File: src/sensor_measure_cfg.svh
// Register offsets, field positions, reset values and timing counts of the measurement block.
`ifndef SENSOR_MEASURE_CFG_SVH
`define SENSOR_MEASURE_CFG_SVH

// Byte addresses of the registers on the bus.
`define ADR_STATUS_CONTROL 8'h40
`define ADR_MEASURE_CONTROL 8'h44
`define ADR_INITIAL_SETTLE 8'h48
`define ADR_SUBSEQUENT_SETTLE 8'h4c
`define ADR_EVENT_STATUS 8'h50
`define ADR_EVENT_MASK 8'h54

// Field positions of the status and control register.
`define SC_FLAG_BIT 7
`define SC_ACK_BIT 6
`define SC_IE_BIT 5
`define SC_SEN_BIT 4
`define SC_LOW_POWER_DIRECT_SEL_BIT 3

// Field positions of the measure control register.
`define MC_ENABLE_BIT 7
`define MC_CAPTURE_BIT 6

// Field positions of the event status and mask registers.
`define EV_SETTLE_BIT 0
`define EV_ACQ_DONE_BIT 1
`define EV_TRIGGER_BIT 2
`define EV_WIDTH 3

// Reset values.
`define RST_BYTE 8'h00
`define RST_EVENTS 3'h0
`define RST_DELAY 8'h00

// Settling delays count ticks of one microsecond.
`define CLK_PERIOD_NS 20
`define TICK_PERIOD_NS 1000
`define TICK_CYCLES (`TICK_PERIOD_NS / `CLK_PERIOD_NS)
`define TICK_LAST 6'((`TICK_CYCLES) - 1)

`endif

File: src/sensor_measure_pkg.sv
// Types shared by the measurement status and control block.
package sensor_measure_pkg;

    // One-hot states of the settle and trigger sequencer.
    typedef enum logic [2:0] {
        ST_IDLE    = 3'b001,
        ST_SETTLE  = 3'b010,
        ST_CONVERT = 3'b100
    } seq_state_t;

    // Control and status bits held by the block.
    typedef struct packed {
        logic settle_irq_flag;
        logic settle_irq_enable;
        logic acquisition_enable;
        logic low_power_direct_sel;
        logic measure_enable;
        logic capture_trigger;
    } ctrl_t;

    // One register access as seen by the decoder.
    typedef struct packed {
        logic       wr;
        logic [7:0] adr;
        logic [7:0] data;
    } reg_access_t;

endpackage

File: src/sensor_measure_status_ctrl.sv
// Status and control logic of the sensor measurement interface with a Wishbone register port.
`include "sensor_measure_cfg.svh"
`timescale 1ns/1ps
`default_nettype none

module sensor_measure_status_ctrl (
    // Clock and reset.
    input  wire logic        clk_i,
    input  wire logic        rst_i,
    // Wishbone classic slave.
    input  wire logic        cyc_i,
    input  wire logic        stb_i,
    input  wire logic        we_i,
    input  wire logic [7:0]  adr_i,
    input  wire logic [3:0]  sel_i,
    input  wire logic [31:0] dat_i,
    output logic      [31:0] dat_o,
    output logic             ack_o,
    // Processor and converter side.
    input  wire logic        deep_sleep_state_i,
    input  wire logic        conversion_complete_i,
    output logic             cap_to_voltage_conv_en_o,
    output logic             adc_trigger_o,
    output logic             settle_irq_o,
    output logic             irq_o
);

    // Held control bits, sequencer state and settle counter.
    sensor_measure_pkg::ctrl_t      ctrl;
    sensor_measure_pkg::ctrl_t      next_ctrl;
    sensor_measure_pkg::seq_state_t state;
    sensor_measure_pkg::seq_state_t next_state;
    sensor_measure_pkg::reg_access_t acc;
    logic [7:0]                     initial_settle_delay;
    logic [7:0]                     subsequent_settle_period;
    logic [7:0]                     settle_cnt;
    logic [7:0]                     next_settle_cnt;
    logic [5:0]                     tick_cnt;
    logic [`EV_WIDTH-1:0]           ev_status;
    logic [`EV_WIDTH-1:0]           ev_mask;
    logic                           trig_pulse;
    logic                           acq_done;
    logic                           settle_end;

    // Bus decode. A write takes effect on the edge at which the master samples ack.
    wire logic        req        = cyc_i & stb_i;
    wire logic        wr_fire    = req & we_i & ack_o & sel_i[0];
    wire logic [7:0]  wd         = dat_i[7:0];
    assign acc.wr   = wr_fire;
    assign acc.adr  = {adr_i[7:2], 2'b00};
    assign acc.data = wd;

    wire logic wr_sc  = acc.wr & (acc.adr == `ADR_STATUS_CONTROL);
    wire logic wr_mc  = acc.wr & (acc.adr == `ADR_MEASURE_CONTROL);
    wire logic wr_isd = acc.wr & (acc.adr == `ADR_INITIAL_SETTLE);
    wire logic wr_sp  = acc.wr & (acc.adr == `ADR_SUBSEQUENT_SETTLE);
    wire logic wr_evs = acc.wr & (acc.adr == `ADR_EVENT_STATUS);
    wire logic wr_evm = acc.wr & (acc.adr == `ADR_EVENT_MASK);

    // Readback images; the acknowledge bit and bits 2 to 0 always read zero.
    wire logic [7:0] sc_rd = {ctrl.settle_irq_flag, 1'b0,
                              ctrl.settle_irq_enable,
                              ctrl.acquisition_enable,
                              ctrl.low_power_direct_sel, 3'b000};
    wire logic [7:0] mc_rd = {ctrl.measure_enable, ctrl.capture_trigger, 6'h00};

    // Read data selection; an unmapped address answers with zero.
    wire logic [7:0] rd_byte =
        (acc.adr == `ADR_STATUS_CONTROL)    ? sc_rd :
        (acc.adr == `ADR_MEASURE_CONTROL)   ? mc_rd :
        (acc.adr == `ADR_INITIAL_SETTLE)    ? initial_settle_delay :
        (acc.adr == `ADR_SUBSEQUENT_SETTLE) ? subsequent_settle_period :
        (acc.adr == `ADR_EVENT_STATUS)      ? {5'h00, ev_status} :
        (acc.adr == `ADR_EVENT_MASK)        ? {5'h00, ev_mask} : 8'h00;

    // Mode summaries used by the write guards, the sequencer, the capture self-clear and the trigger.
    wire logic idle_all   = ~ctrl.acquisition_enable & ~ctrl.measure_enable
                            & ~ctrl.low_power_direct_sel;
    wire logic lp_run     = ctrl.low_power_direct_sel & ctrl.measure_enable
                            & ctrl.capture_trigger;
    wire logic lp_capture = ctrl.low_power_direct_sel & ctrl.capture_trigger;
    wire logic direct_cap = ctrl.capture_trigger & ~ctrl.low_power_direct_sel
                            & ctrl.measure_enable;
    wire logic tick       = (tick_cnt == `TICK_LAST);
    wire logic cnt_zero   = (settle_cnt == 8'h00);

    // Write guards on the status and control register.
    wire logic sen_start  = wr_sc & wd[`SC_SEN_BIT] & idle_all;
    wire logic low_power_direct_sel_set   = wr_sc & wd[`SC_LOW_POWER_DIRECT_SEL_BIT] & ~ctrl.acquisition_enable
                            & ~ctrl.measure_enable;
    wire logic low_power_direct_sel_clr   = wr_sc & ~wd[`SC_LOW_POWER_DIRECT_SEL_BIT] & ctrl.low_power_direct_sel
                            & ~ctrl.measure_enable;
    wire logic flag_ack   = wr_sc & wd[`SC_ACK_BIT];

    // Write guards on the measure control register.
    wire logic men_set    = wr_mc & wd[`MC_ENABLE_BIT] & ~ctrl.acquisition_enable
                            & ~lp_capture;
    wire logic men_clr    = wr_mc & ~wd[`MC_ENABLE_BIT]
                            & ~(ctrl.capture_trigger & ~ctrl.low_power_direct_sel);
    wire logic cap_set    = wr_mc & wd[`MC_CAPTURE_BIT] & ~ctrl.acquisition_enable
                            & (ctrl.measure_enable | wd[`MC_ENABLE_BIT]);

    // The flag only sets for an auto-mode settle end with everything in its favour.
    wire logic flag_set   = settle_end & ctrl.acquisition_enable
                            & ctrl.settle_irq_enable
                            & ~ctrl.low_power_direct_sel
                            & ~deep_sleep_state_i;

    // Microsecond tick divider for the settle counter.
    always_ff @(posedge clk_i) begin
        if (rst_i || tick) begin
            tick_cnt <= 6'h00;
        end else begin
            tick_cnt <= tick_cnt + 6'h01;
        end
    end

    // Sequencer: settle delay, trigger, then wait for conversion or settle again.
    always_comb begin
        next_state      = state;
        next_settle_cnt = settle_cnt;
        trig_pulse      = 1'b0;
        acq_done        = 1'b0;
        settle_end      = 1'b0;
        case (state)
            sensor_measure_pkg::ST_IDLE: begin
                if (ctrl.acquisition_enable || lp_run) begin
                    next_state      = sensor_measure_pkg::ST_SETTLE;
                    next_settle_cnt = initial_settle_delay;
                end
            end
            sensor_measure_pkg::ST_SETTLE: begin
                // Low-power periods stop once measure enable drops, so no trigger meets an off converter.
                if (!ctrl.acquisition_enable && !lp_run) begin
                    next_state = sensor_measure_pkg::ST_IDLE;
                end else if (tick && cnt_zero) begin
                    settle_end = 1'b1;
                    trig_pulse = 1'b1;
                    if (ctrl.acquisition_enable) begin
                        next_state = sensor_measure_pkg::ST_CONVERT;
                    end else begin
                        // Next period runs alongside the conversion.
                        next_settle_cnt = subsequent_settle_period;
                    end
                end else if (tick) begin
                    next_settle_cnt = settle_cnt - 8'h01;
                end
            end
            sensor_measure_pkg::ST_CONVERT: begin
                if (conversion_complete_i) begin
                    acq_done   = 1'b1;
                    next_state = sensor_measure_pkg::ST_IDLE;
                end
            end
            default: begin
                next_state = sensor_measure_pkg::ST_IDLE;
            end
        endcase
    end

    // Next values of the held control bits.
    always_comb begin
        next_ctrl = ctrl;
        if (wr_sc) begin
            next_ctrl.settle_irq_enable = wd[`SC_IE_BIT];
        end
        if (sen_start) begin
            next_ctrl.acquisition_enable = 1'b1;
        end else if (acq_done) begin
            next_ctrl.acquisition_enable = 1'b0;
        end
        if (low_power_direct_sel_set) begin
            next_ctrl.low_power_direct_sel = 1'b1;
        end else if (low_power_direct_sel_clr) begin
            next_ctrl.low_power_direct_sel = 1'b0;
        end
        if (men_set) begin
            next_ctrl.measure_enable = 1'b1;
        end else if (men_clr) begin
            next_ctrl.measure_enable = 1'b0;
        end
        if (low_power_direct_sel_clr) begin
            next_ctrl.capture_trigger = 1'b0;
        end else if (direct_cap) begin
            // Direct mode: one full cycle set, then self-clear.
            next_ctrl.capture_trigger = 1'b0;
        end else if (cap_set) begin
            next_ctrl.capture_trigger = 1'b1;
        end
        if (flag_set) begin
            next_ctrl.settle_irq_flag = 1'b1;
        end else if (flag_ack) begin
            next_ctrl.settle_irq_flag = 1'b0;
        end
    end

    // Control bits and sequencer registers.
    always_ff @(posedge clk_i) begin
        if (rst_i) begin
            ctrl       <= '0;
            state      <= sensor_measure_pkg::ST_IDLE;
            settle_cnt <= `RST_DELAY;
        end else begin
            ctrl       <= next_ctrl;
            state      <= next_state;
            settle_cnt <= next_settle_cnt;
        end
    end

    // Settle interval settings; software times these writes itself.
    always_ff @(posedge clk_i) begin
        if (rst_i) begin
            initial_settle_delay     <= `RST_DELAY;
            subsequent_settle_period <= `RST_DELAY;
        end else begin
            if (wr_isd) begin
                initial_settle_delay <= wd;
            end
            if (wr_sp) begin
                subsequent_settle_period <= wd;
            end
        end
    end

    // Event status bits; a new event wins over a write-one clear.
    wire logic [`EV_WIDTH-1:0] ev_in = {trig_pulse | direct_cap, acq_done, flag_set};
    wire logic [`EV_WIDTH-1:0] ev_clr = wr_evs ? wd[`EV_WIDTH-1:0] : `RST_EVENTS;

    always_ff @(posedge clk_i) begin
        if (rst_i) begin
            ev_status <= `RST_EVENTS;
            ev_mask   <= `RST_EVENTS;
        end else begin
            ev_status <= (ev_status & ~ev_clr) | ev_in;
            if (wr_evm) begin
                ev_mask <= wd[`EV_WIDTH-1:0];
            end
        end
    end

    // Bus answer: ack one cycle after the request, dropped the cycle after.
    always_ff @(posedge clk_i) begin
        if (rst_i) begin
            ack_o <= 1'b0;
            dat_o <= 32'h0000_0000;
        end else begin
            ack_o <= req & ~ack_o;
            dat_o <= {24'h00_0000, rd_byte};
        end
    end

    // Registered outputs toward the converter and the processor.
    always_ff @(posedge clk_i) begin
        if (rst_i) begin
            cap_to_voltage_conv_en_o <= 1'b0;
            adc_trigger_o            <= 1'b0;
            settle_irq_o             <= 1'b0;
            irq_o                    <= 1'b0;
        end else begin
            cap_to_voltage_conv_en_o <= ctrl.acquisition_enable
                                        | ctrl.measure_enable;
            adc_trigger_o            <= trig_pulse | direct_cap;
            settle_irq_o             <= ctrl.settle_irq_flag
                                        & ~ctrl.low_power_direct_sel
                                        & ~deep_sleep_state_i;
            irq_o                    <= |(ev_status & ev_mask);
        end
    end

endmodule

`default_nettype wire

File: config.mk
export PLATFORM = sky130hd
export DESIGN_NAME = sensor_measure_status_ctrl
export DESIGN_NICKNAME = d
export VERILOG_FILES = /design/src/sensor_measure_pkg.sv /design/src/sensor_measure_status_ctrl.sv
export VERILOG_INCLUDE_DIRS = /design/src
export SDC_FILE = /design/constraint.sdc
export NUM_CORES = 1
export LEC_CHECK = 0
export ABC_AREA = 1
export BUFFER_PORTS_ARGS = -buffer_cell sky130_fd_sc_hd__buf_2
export CORE_ASPECT_RATIO = 0.75
export CORE_MARGIN = 2
export CORE_UTILIZATION = 56
export DETAILED_ROUTE_END_ITERATION = 10
export PLACE_DENSITY = 0.89
export SYNTH_ARGS = -nofsm -noshare
export SYNTH_HDL_FRONTEND = slang
export SYNTH_SLANG_ARGS = --single-unit
File: constraint.sdc
create_clock -name clk_i -period 4 [get_ports clk_i]
set_input_delay 0 -clock clk_i [delete_from_list [all_inputs] [get_ports clk_i]]
set_output_delay 0 -clock clk_i [all_outputs]
set_load 0.05 [all_outputs]
==> results of run 1 <==
synth_stat cells (2+ instances only):
cell	count	area [sq um]
a21oi_1	25	125
nand3b_1	2	15.0
clkbuf_1	2	7.51
nor2_2	13	81.3
nor2_4	4	45.0
nand2_1	88	330
buf_4	25	188
dfxtp_1	58	1160
xor2_1	3	26.3
ha_1	3	37.5
nor2_1	70	263
nand2_2	6	37.5
o21ai_0	31	155
nand2_4	3	33.8
nand3_1	28	140
inv_1	48	180
a31oi_1	5	31.3
nand4_1	10	62.6
inv_2	3	11.3
nor3_1	4	20.0
cell usage in the layout (no fill, tap or decap):
cell type      Yosys  layout
inv_2              3       3
nor3_1             4       4
a31oi_1            5       5
inv_1             48      48
clkinvlp_4         0       1
buf_2              1      34
xor2_1             3       3
clkinv_1           1       1
dfxtp_1           58      58
nand3_1           28      28
nand3b_1           2       2
clkinv_2           0       3
clkbuf_8           0      11
ha_1               3       3
conb_1             1      24
o211ai_1           1       1
nor2_8             1       1
a21oi_4            1       1
bufinv_16          0       1
nand2_2            6       6
nor3_2             1       1
nand4_1           10      10
or2_2              1       1
dlygate4sd3_1      0      12
nor2_4             4       4
nand2_1           88      88
a21oi_1           25      25
o21ai_0           31      31
o221ai_1           1       1
nor2_2            13      13
nand2_4            3       3
nand3_2            1       1
o22ai_1            1       1
or2_1              1       1
nor2_1            70      70
nor3b_1            1       1
sequential cells by signal, indices dropped and copies added (netlist names):
| signal | flops |
|---|---|
| subsequent_settle_period | 8 |
| cap_to_voltage_conv_en_o | 1 |
| ctrl | 6 |
| dat_o | 8 |
| settle_cnt | 8 |
| settle_irq_o | 1 |
| ack_o | 1 |
| tick_cnt | 6 |
| state | 3 |
| adc_trigger_o | 1 |
| irq_o | 1 |
| ev_status | 3 |
| initial_settle_delay | 8 |
| ev_mask | 3 |
critical path: stages, from the launching register on:
cell,delay (ns)
dfxtp_1,0.31
inv_1,0.08
nand3_1,0.42
inv_1,0.44
nand2_4,0.10
nand2_4,0.16
nand2_1,0.08
nand2_1,0.07
nor2_2,0.06
power by group:
group	internal, mW	leakage, nW	switching [mW]
logic	0.0448	1.01	0.137
registers	0.589	0.468	0.00685
clock network	0.318	0.105	0.239
total	0.951	1.59	0.383
cells by family (layout without fill, tap and decap cells):
logic type	count (synthesis)	after routing	synth area share (%)
AND/OR/NAND/NOR	234	234	35.3
buffers and inverters	82	114	13.6
AO/OA/AOI/OAI	65	65	11.4
flip-flops	58	58	37.6
adder cells (fa/ha/maj)	3	3	1.22
XOR/XNOR	3	3	0.851
other	1	24	0.121
final cells by class:
cell class	count	area, sq um	area share, %
flip-flops and latches	58	1160	32.8
inverters	52	195	5.52
clock buffers	11	151	4.28
clock inverters	5	52.6	1.49
repair buffers	46	290	8.21
well taps	75	93.8	2.65
multi-input cells	329	1590	45.0
final timing paths:
kind / start / endpoint / slack (ns)
setup reg to reg: state[0] / settle_cnt[0] / 2.15
hold reg to reg: ack_o / ack_o / 0.46
setup / recovery: state[0] / settle_cnt[0] / 2.15
hold / removal: rst_i / cap_to_voltage_conv_en_o / 0.02
layer usage:
metal  up-vias  routed length (um)  part of all wire [%]
li1       1487                   -                     -
met2       115                3190                    44
met5         -                   0                     0
met3        20                 591                   8.2
met1      1353                3280                    46
met4         0                 126                   1.8
==> results.py, run 1 <==
metrics = {
    "global_route": {
        "antenna_found_initial": 0,
        "grt_usage_pct": 24.7,
        "met3_usage_pct": 9.36,
        "grt_pass1_vias": 2726,
        "met1_usage_pct": 30.1,
        "grt.met2_usage_pct": 40.7,
        "grt_max_degree": 37,
        "grt-ovfl-total": 0,
        "grt_pass1_wl_um": 11900,
        "busiest_layer": "met2",
    },
    "cells_and_area": {
        "finish.utilization_pct": 66.4,
        "fin_cells": 576,
        "num_antenna_cells": 0,
        "drive_above_1_share_pct": 16.8,
        "syn_to_final_growth_pct": 14.6,
        "fin_area_sq_um": 3540,
        "nFillCells": 460,
        "final_net_count": 550,
    },
    "setup_path": {
        "endpoint_kind": "flop",
        "crit_arrival_ns": 2.09,
        "path_max_fanout": 14,
        "critPathRequiredTime_ns": 4.24,
        "path_class": "flop to flop",
        "cp-start-kind": "flop",
        "r2r_cells": 8,
    },
    "sta": {
        "max_freq_mhz": 542,
        "period_share_pct": 46.2,
        "fin_crit_ns": 1.85,
        "setup_viol": 0,
        "worst_slack_ns": 2.15,
        "whs_ns": 0.0227,
        "max_slew.worst_pin.slew_ns": 0.911,
        "drv_slew": 0,
        "rsz0062_at_grt": "false",
        "maxSlewHeadroom_pct": 38.9,
        "setup_tns_ns": 0,
        "hold_viol_final": 0,
        "fin_skew_ns": 0.00474,
    },
    "place": {
        "gp_congestion": 0.930,
        "dp_cells": 548,
        "io_buffers": 34,
        "hpwl_um": 5130,
        "dpl_worst_slack_ns": 2.04,
        "placed_cell_area_sq_um": 3210,
    },
    "floorplanning": {
        "rows": 23,
        "die_x_um": 89.7,
        "dieArea_sq_um": 6130,
        "io_pins": 88,
        "die_y_um": 68.3,
        "core_area_sq_um": 5320,
        "initial_utilization_pct": 58.0,
    },
    "flow_run": {
        "cap_violations": 0,
    },
    "detailed_routing": {
        "vias": 2975,
        "drc": 0,
        "wire_per_inst_um": 12.5,
        "dr.pass1.iters": 5,
        "drt-vias-per-instance": 5.16,
        "drtAntennaViolNets": 0,
        "first_iter_violations": 189,
        "routed_wl_um": 7190,
    },
    "clock_tree": {
        "cts_tree": "built",
        "clock_latency_ns": 0.35,
        "cts_hold_buffers": 12,
        "clk_pin_slew_worst_paths_ns": 0.06,
        "postCtsSetupBuffers": 0,
        "root_buffer": "clkbuf_8",
        "cts_buffers": 9,
        "cts_resized": 0,
        "h-tree-depth": 3,
        "clockBufferDepth": 2,
        "cts.sink_count": 58,
    },
    "synth": {
        "yosysSeqAreaShare_pct": 37.6,
        "async_reset_ff_share_pct": 0,
        "synth_flop_cell": "dfxtp_1",
        "ys_ff_latch": 58,
        "synthDistinctLibCells": 35,
        "avgSynthCellArea_sq_um": 6.92,
        "synth_area_sq_um": 3090,
        "synthCells": 446,
        "synth_enable_flop_cells": 0,
        "yosys_warnings": 0,
    },
    "pwr": {
        "peakVddDrop_mv": 0.359,
        "total_power_mw": 1.33,
        "leakage_nw": 1.59,
        "powerDensity_nw_per_um2": 377,
    },
    "worst_hold_path": {
        "hold_depth": 2,
        "holdCritPathClass": "primary input to flop",
    },
    "run_status": {
        "status": "finished clean",
    },
}
Power figures use the tool's default switching activity.
==> inputs of run 2 (changes only) <==
ABC_AREA = 0   (was 1)
CORE_UTILIZATION = 52   (was 56)
PLACE_DENSITY = 0.84   (was 0.89)
clock period = 1.9 ns   (was 4 ns; I/O delays follow)
==> run 2 against run 1 <==
Effect of this change: the flow now finishes with violations (setup timing); clock skew increased by 0.0022 ns; design area increased by 7.3%; cell count decreased by 13%; first-iteration DRC count increased by 40%; sequential share of layout area decreased by 2.2 points.
==> results.py, run 2 <==
metrics = {
    "pwr": {
        "switching_share_pct": 28.2,
        "p_sw_mw": 0.871,
        "powerDensity_nw_per_um2": 814,
        "clkPwrFrac_pct": 41.1,
        "p_seq_share_pct": 40.7,
        "power_frac_comb_pct": 18.1,
        "intPower_mw": 2.22,
        "leakage_nw": 1.68,
        "peakVddDrop_mv": 0.458,
        "total_power_mw": 3.09,
    },
    "floorplanning": {
        "io_pins": 88,
        "rows": 24,
        "die_y_um": 70.5,
        "dieArea_sq_um": 6530,
        "initial_utilization_pct": 53.2,
        "die_x_um": 92.7,
        "core_area_sq_um": 5770,
    },
    "synth": {
        "yosysTopAreaCell": "dfxtp_1",
        "synth_most_common_cell": "dfxtp_1",
        "synth_top_cells_by_count": "dfxtp_1, nor2_1, mux2i_1, buf_4",
        "yosys_warnings": 0,
        "netlist.area_leader.share_pct": 37.9,
        "ys_ff_latch": 58,
        "synthDistinctLibCells": 58,
        "synth_flop_cell": "dfxtp_1",
        "synth_mux_area_share_pct": 9.83,
        "synth_compound_area_share_pct": 16.6,
        "async_reset_ff_share_pct": 0,
        "yosysSeqAreaShare_pct": 37.9,
        "synth_enable_flop_cells": 0,
        "synthTopCellsByArea": "dfxtp_1, mux2i_1, buf_4",
        "yosys.area_share.simple_pct": 21.5,
        "synth_fa_ha_area_share_pct": 1.22,
        "synth_area_sq_um": 3070,
        "synth_top_family_by_area": "simple AND/OR/NAND/NOR gates",
        "synth-xor-area-share_pct": 2.28,
        "avgSynthCellArea_sq_um": 8.69,
        "synthCells": 353,
    },
    "clock_tree": {
        "clk_pin_slew_worst_paths_ns": 0.07,
        "clock_latency_ns": 0.35,
        "cts.sink_count": 58,
        "clockBufferDepth": 2,
        "cts_buffers": 9,
        "h-tree-depth": 3,
        "root_buffer": "clkbuf_8",
        "cts_tree": "built",
    },
    "place": {
        "gp_congestion": 0.965,
        "io_buffers": 34,
        "placed_cell_area_sq_um": 3370,
        "dp_cells": 469,
        "dpl_worst_slack_ns": -0.158,
        "hpwl_um": 5540,
    },
    "detailed_routing": {
        "first_iter_violations": 265,
        "drtAntennaViolNets": 0,
        "dr.pass1.iters": 5,
        "routed_wl_um": 8120,
        "vias": 2831,
        "drt-vias-per-instance": 5.63,
        "wire_per_inst_um": 16.1,
        "drc": 0,
    },
    "cells_and_area": {
        "mostFrequentLayoutCells": "dfxtp_1, nor2_1, buf_2",
        "fin_area_sq_um": 3790,
        "finish.utilization_pct": 65.8,
        "num_antenna_cells": 0,
        "syn_to_final_growth_pct": 23.7,
        "final_net_count": 474,
        "nFillCells": 465,
        "seq_area_sq_um": 1160,
        "multi_input_area_sq_um": 1730,
        "final_common_cell": "dfxtp_1",
        "drive_above_1_share_pct": 24.5,
        "fin_cells": 503,
    },
    "setup_path": {
        "critPathRequiredTime_ns": 2.14,
        "cp-start-kind": "flop",
        "path_cells": "inv_2 -> ha_4 -> or3b_4 -> nor4_4 -> buf_4 -> mux2_4 -> a221oi_2 -> a211oi_2",
        "path_max_fanout": 3,
        "r2r_cells": 8,
        "reg2reg_from": "settle_cnt[1]",
        "crit_slowest_cell": "or3b_4",
        "crit_arrival_ns": 2.30,
        "crit_path_max_incr_delay_ns": 0.38,
        "startpoint": "settle_cnt[1]",
        "path_class": "flop to flop",
        "endpoint_kind": "flop",
    },
    "sta": {
        "whs_ns": 0.0980,
        "period_share_pct": 109,
        "fin_skew_ns": 0.00690,
        "setup_tns_ns": -1.02,
        "maxSlewHeadroom_pct": 48.3,
        "drv_slew": 0,
        "rsz0062_at_grt": "true",
        "max_freq_mhz": 483,
        "fin_crit_ns": 2.07,
        "max_slew.worst_pin.slew_ns": 0.772,
        "setup_viol": 10,
        "worst_slack_ns": -0.168,
        "hold_viol_final": 0,
    },
    "global_route": {
        "grt-ovfl-total": 0,
        "grt_usage_pct": 25.1,
        "grt_pass1_wl_um": 12600,
        "grt_max_degree": 33,
        "antenna_found_initial": 0,
        "grt_pass1_vias": 2645,
    },
    "run_status": {
        "failed_checks": "setup timing",
        "status": "finished, violations left",
    },
    "worst_hold_path": {
        "holdCritPathClass": "primary input to flop",
        "hold_depth": 2,
        "hold_start": "adr_i[3]",
    },
    "flow_run": {
        "cap_violations": 0,
    },
}
run 2: cell types whose count changed after synthesis, sizes merged, moves of 9 or more:
| cell | before | now |
|---|---|---|
| nand3 | 29 | 10 |
| mux2i | 0 | 29 |
| o21ai | 31 | 17 |
| inv | 51 | 19 |
| nor2 | 88 | 52 |
| nand4 | 10 | 1 |
| a211oi | 0 | 9 |
| clkbuf | 2 | 12 |
| nand2 | 97 | 19 |
| nand2b | 0 | 9 |
| a21oi | 26 | 9 |
run 2: kinds of logic after synthesis:
group / Yosys count
fa+ha+maj: 3
mux: 30
compound gates: 66
other cells: 1
simple gates: 127
buf+inv: 60
xor+xnor: 8
flops: 58
run 2: routing by layer:
layer | vias up | wire, um | track usage, %
met4 | 0 | 187 | 9.48
met5 | - | 0 | 0
met3 | 32 | 735 | 9.49
met1 | 1309 | 3510 | 33.1
li1 | 1324 | - | -
met2 | 166 | 3680 | 37.9
run 2: worst max-delay path, delay by kind of cell (launching register included):
kind                     cells  cell delay [ns]
buffers and inverters        2             0.26
AO/OA/AOI/OAI                2             0.32
multiplexers                 1             0.31
flip-flops                   1             0.32
AND/OR/NAND/NOR              2             0.62
adder cells (fa/ha/maj)      1             0.13
run 2: path summary, 6_finish.rpt:
path / slack (ns) / endpoint
min reg2reg: 0.45 / ack_o
min: 0.1 / dat_o[7]
max: -0.17 / settle_cnt[3]
max reg2reg: -0.17 / settle_cnt[3]
run 2: what timing repair did:
item                       in CTS  in global routing
setup endpoints to repair      10                 12
pin swaps                       8                  2
setup buffers                   2                  2
resized for setup               3                  6
hold endpoints to repair       30                  4
hold buffers                   12                  2
run 2: area by class of cell:
type	instances	area share (%)
multi-input combinational	258	45.7
sequential	58	30.7
timing repair buffer	74	13.4
clock buffer	11	3.73
tap	78	2.57
clock inverter	5	2.04
inverter	19	1.88
run 2: power groups by stage:
stage	clock network [mW]	logic, mW	registers (mW)
6_report	1.27	0.560	1.26
5_1_grt	1.34	0.601	1.26
4_1_cts	1.28	0.520	1.26
3_5_place_dp	0	0.492	1.28
3_3_place_gp	0	0.479	1.28
2_1_floorplan	0	0.382	1.29
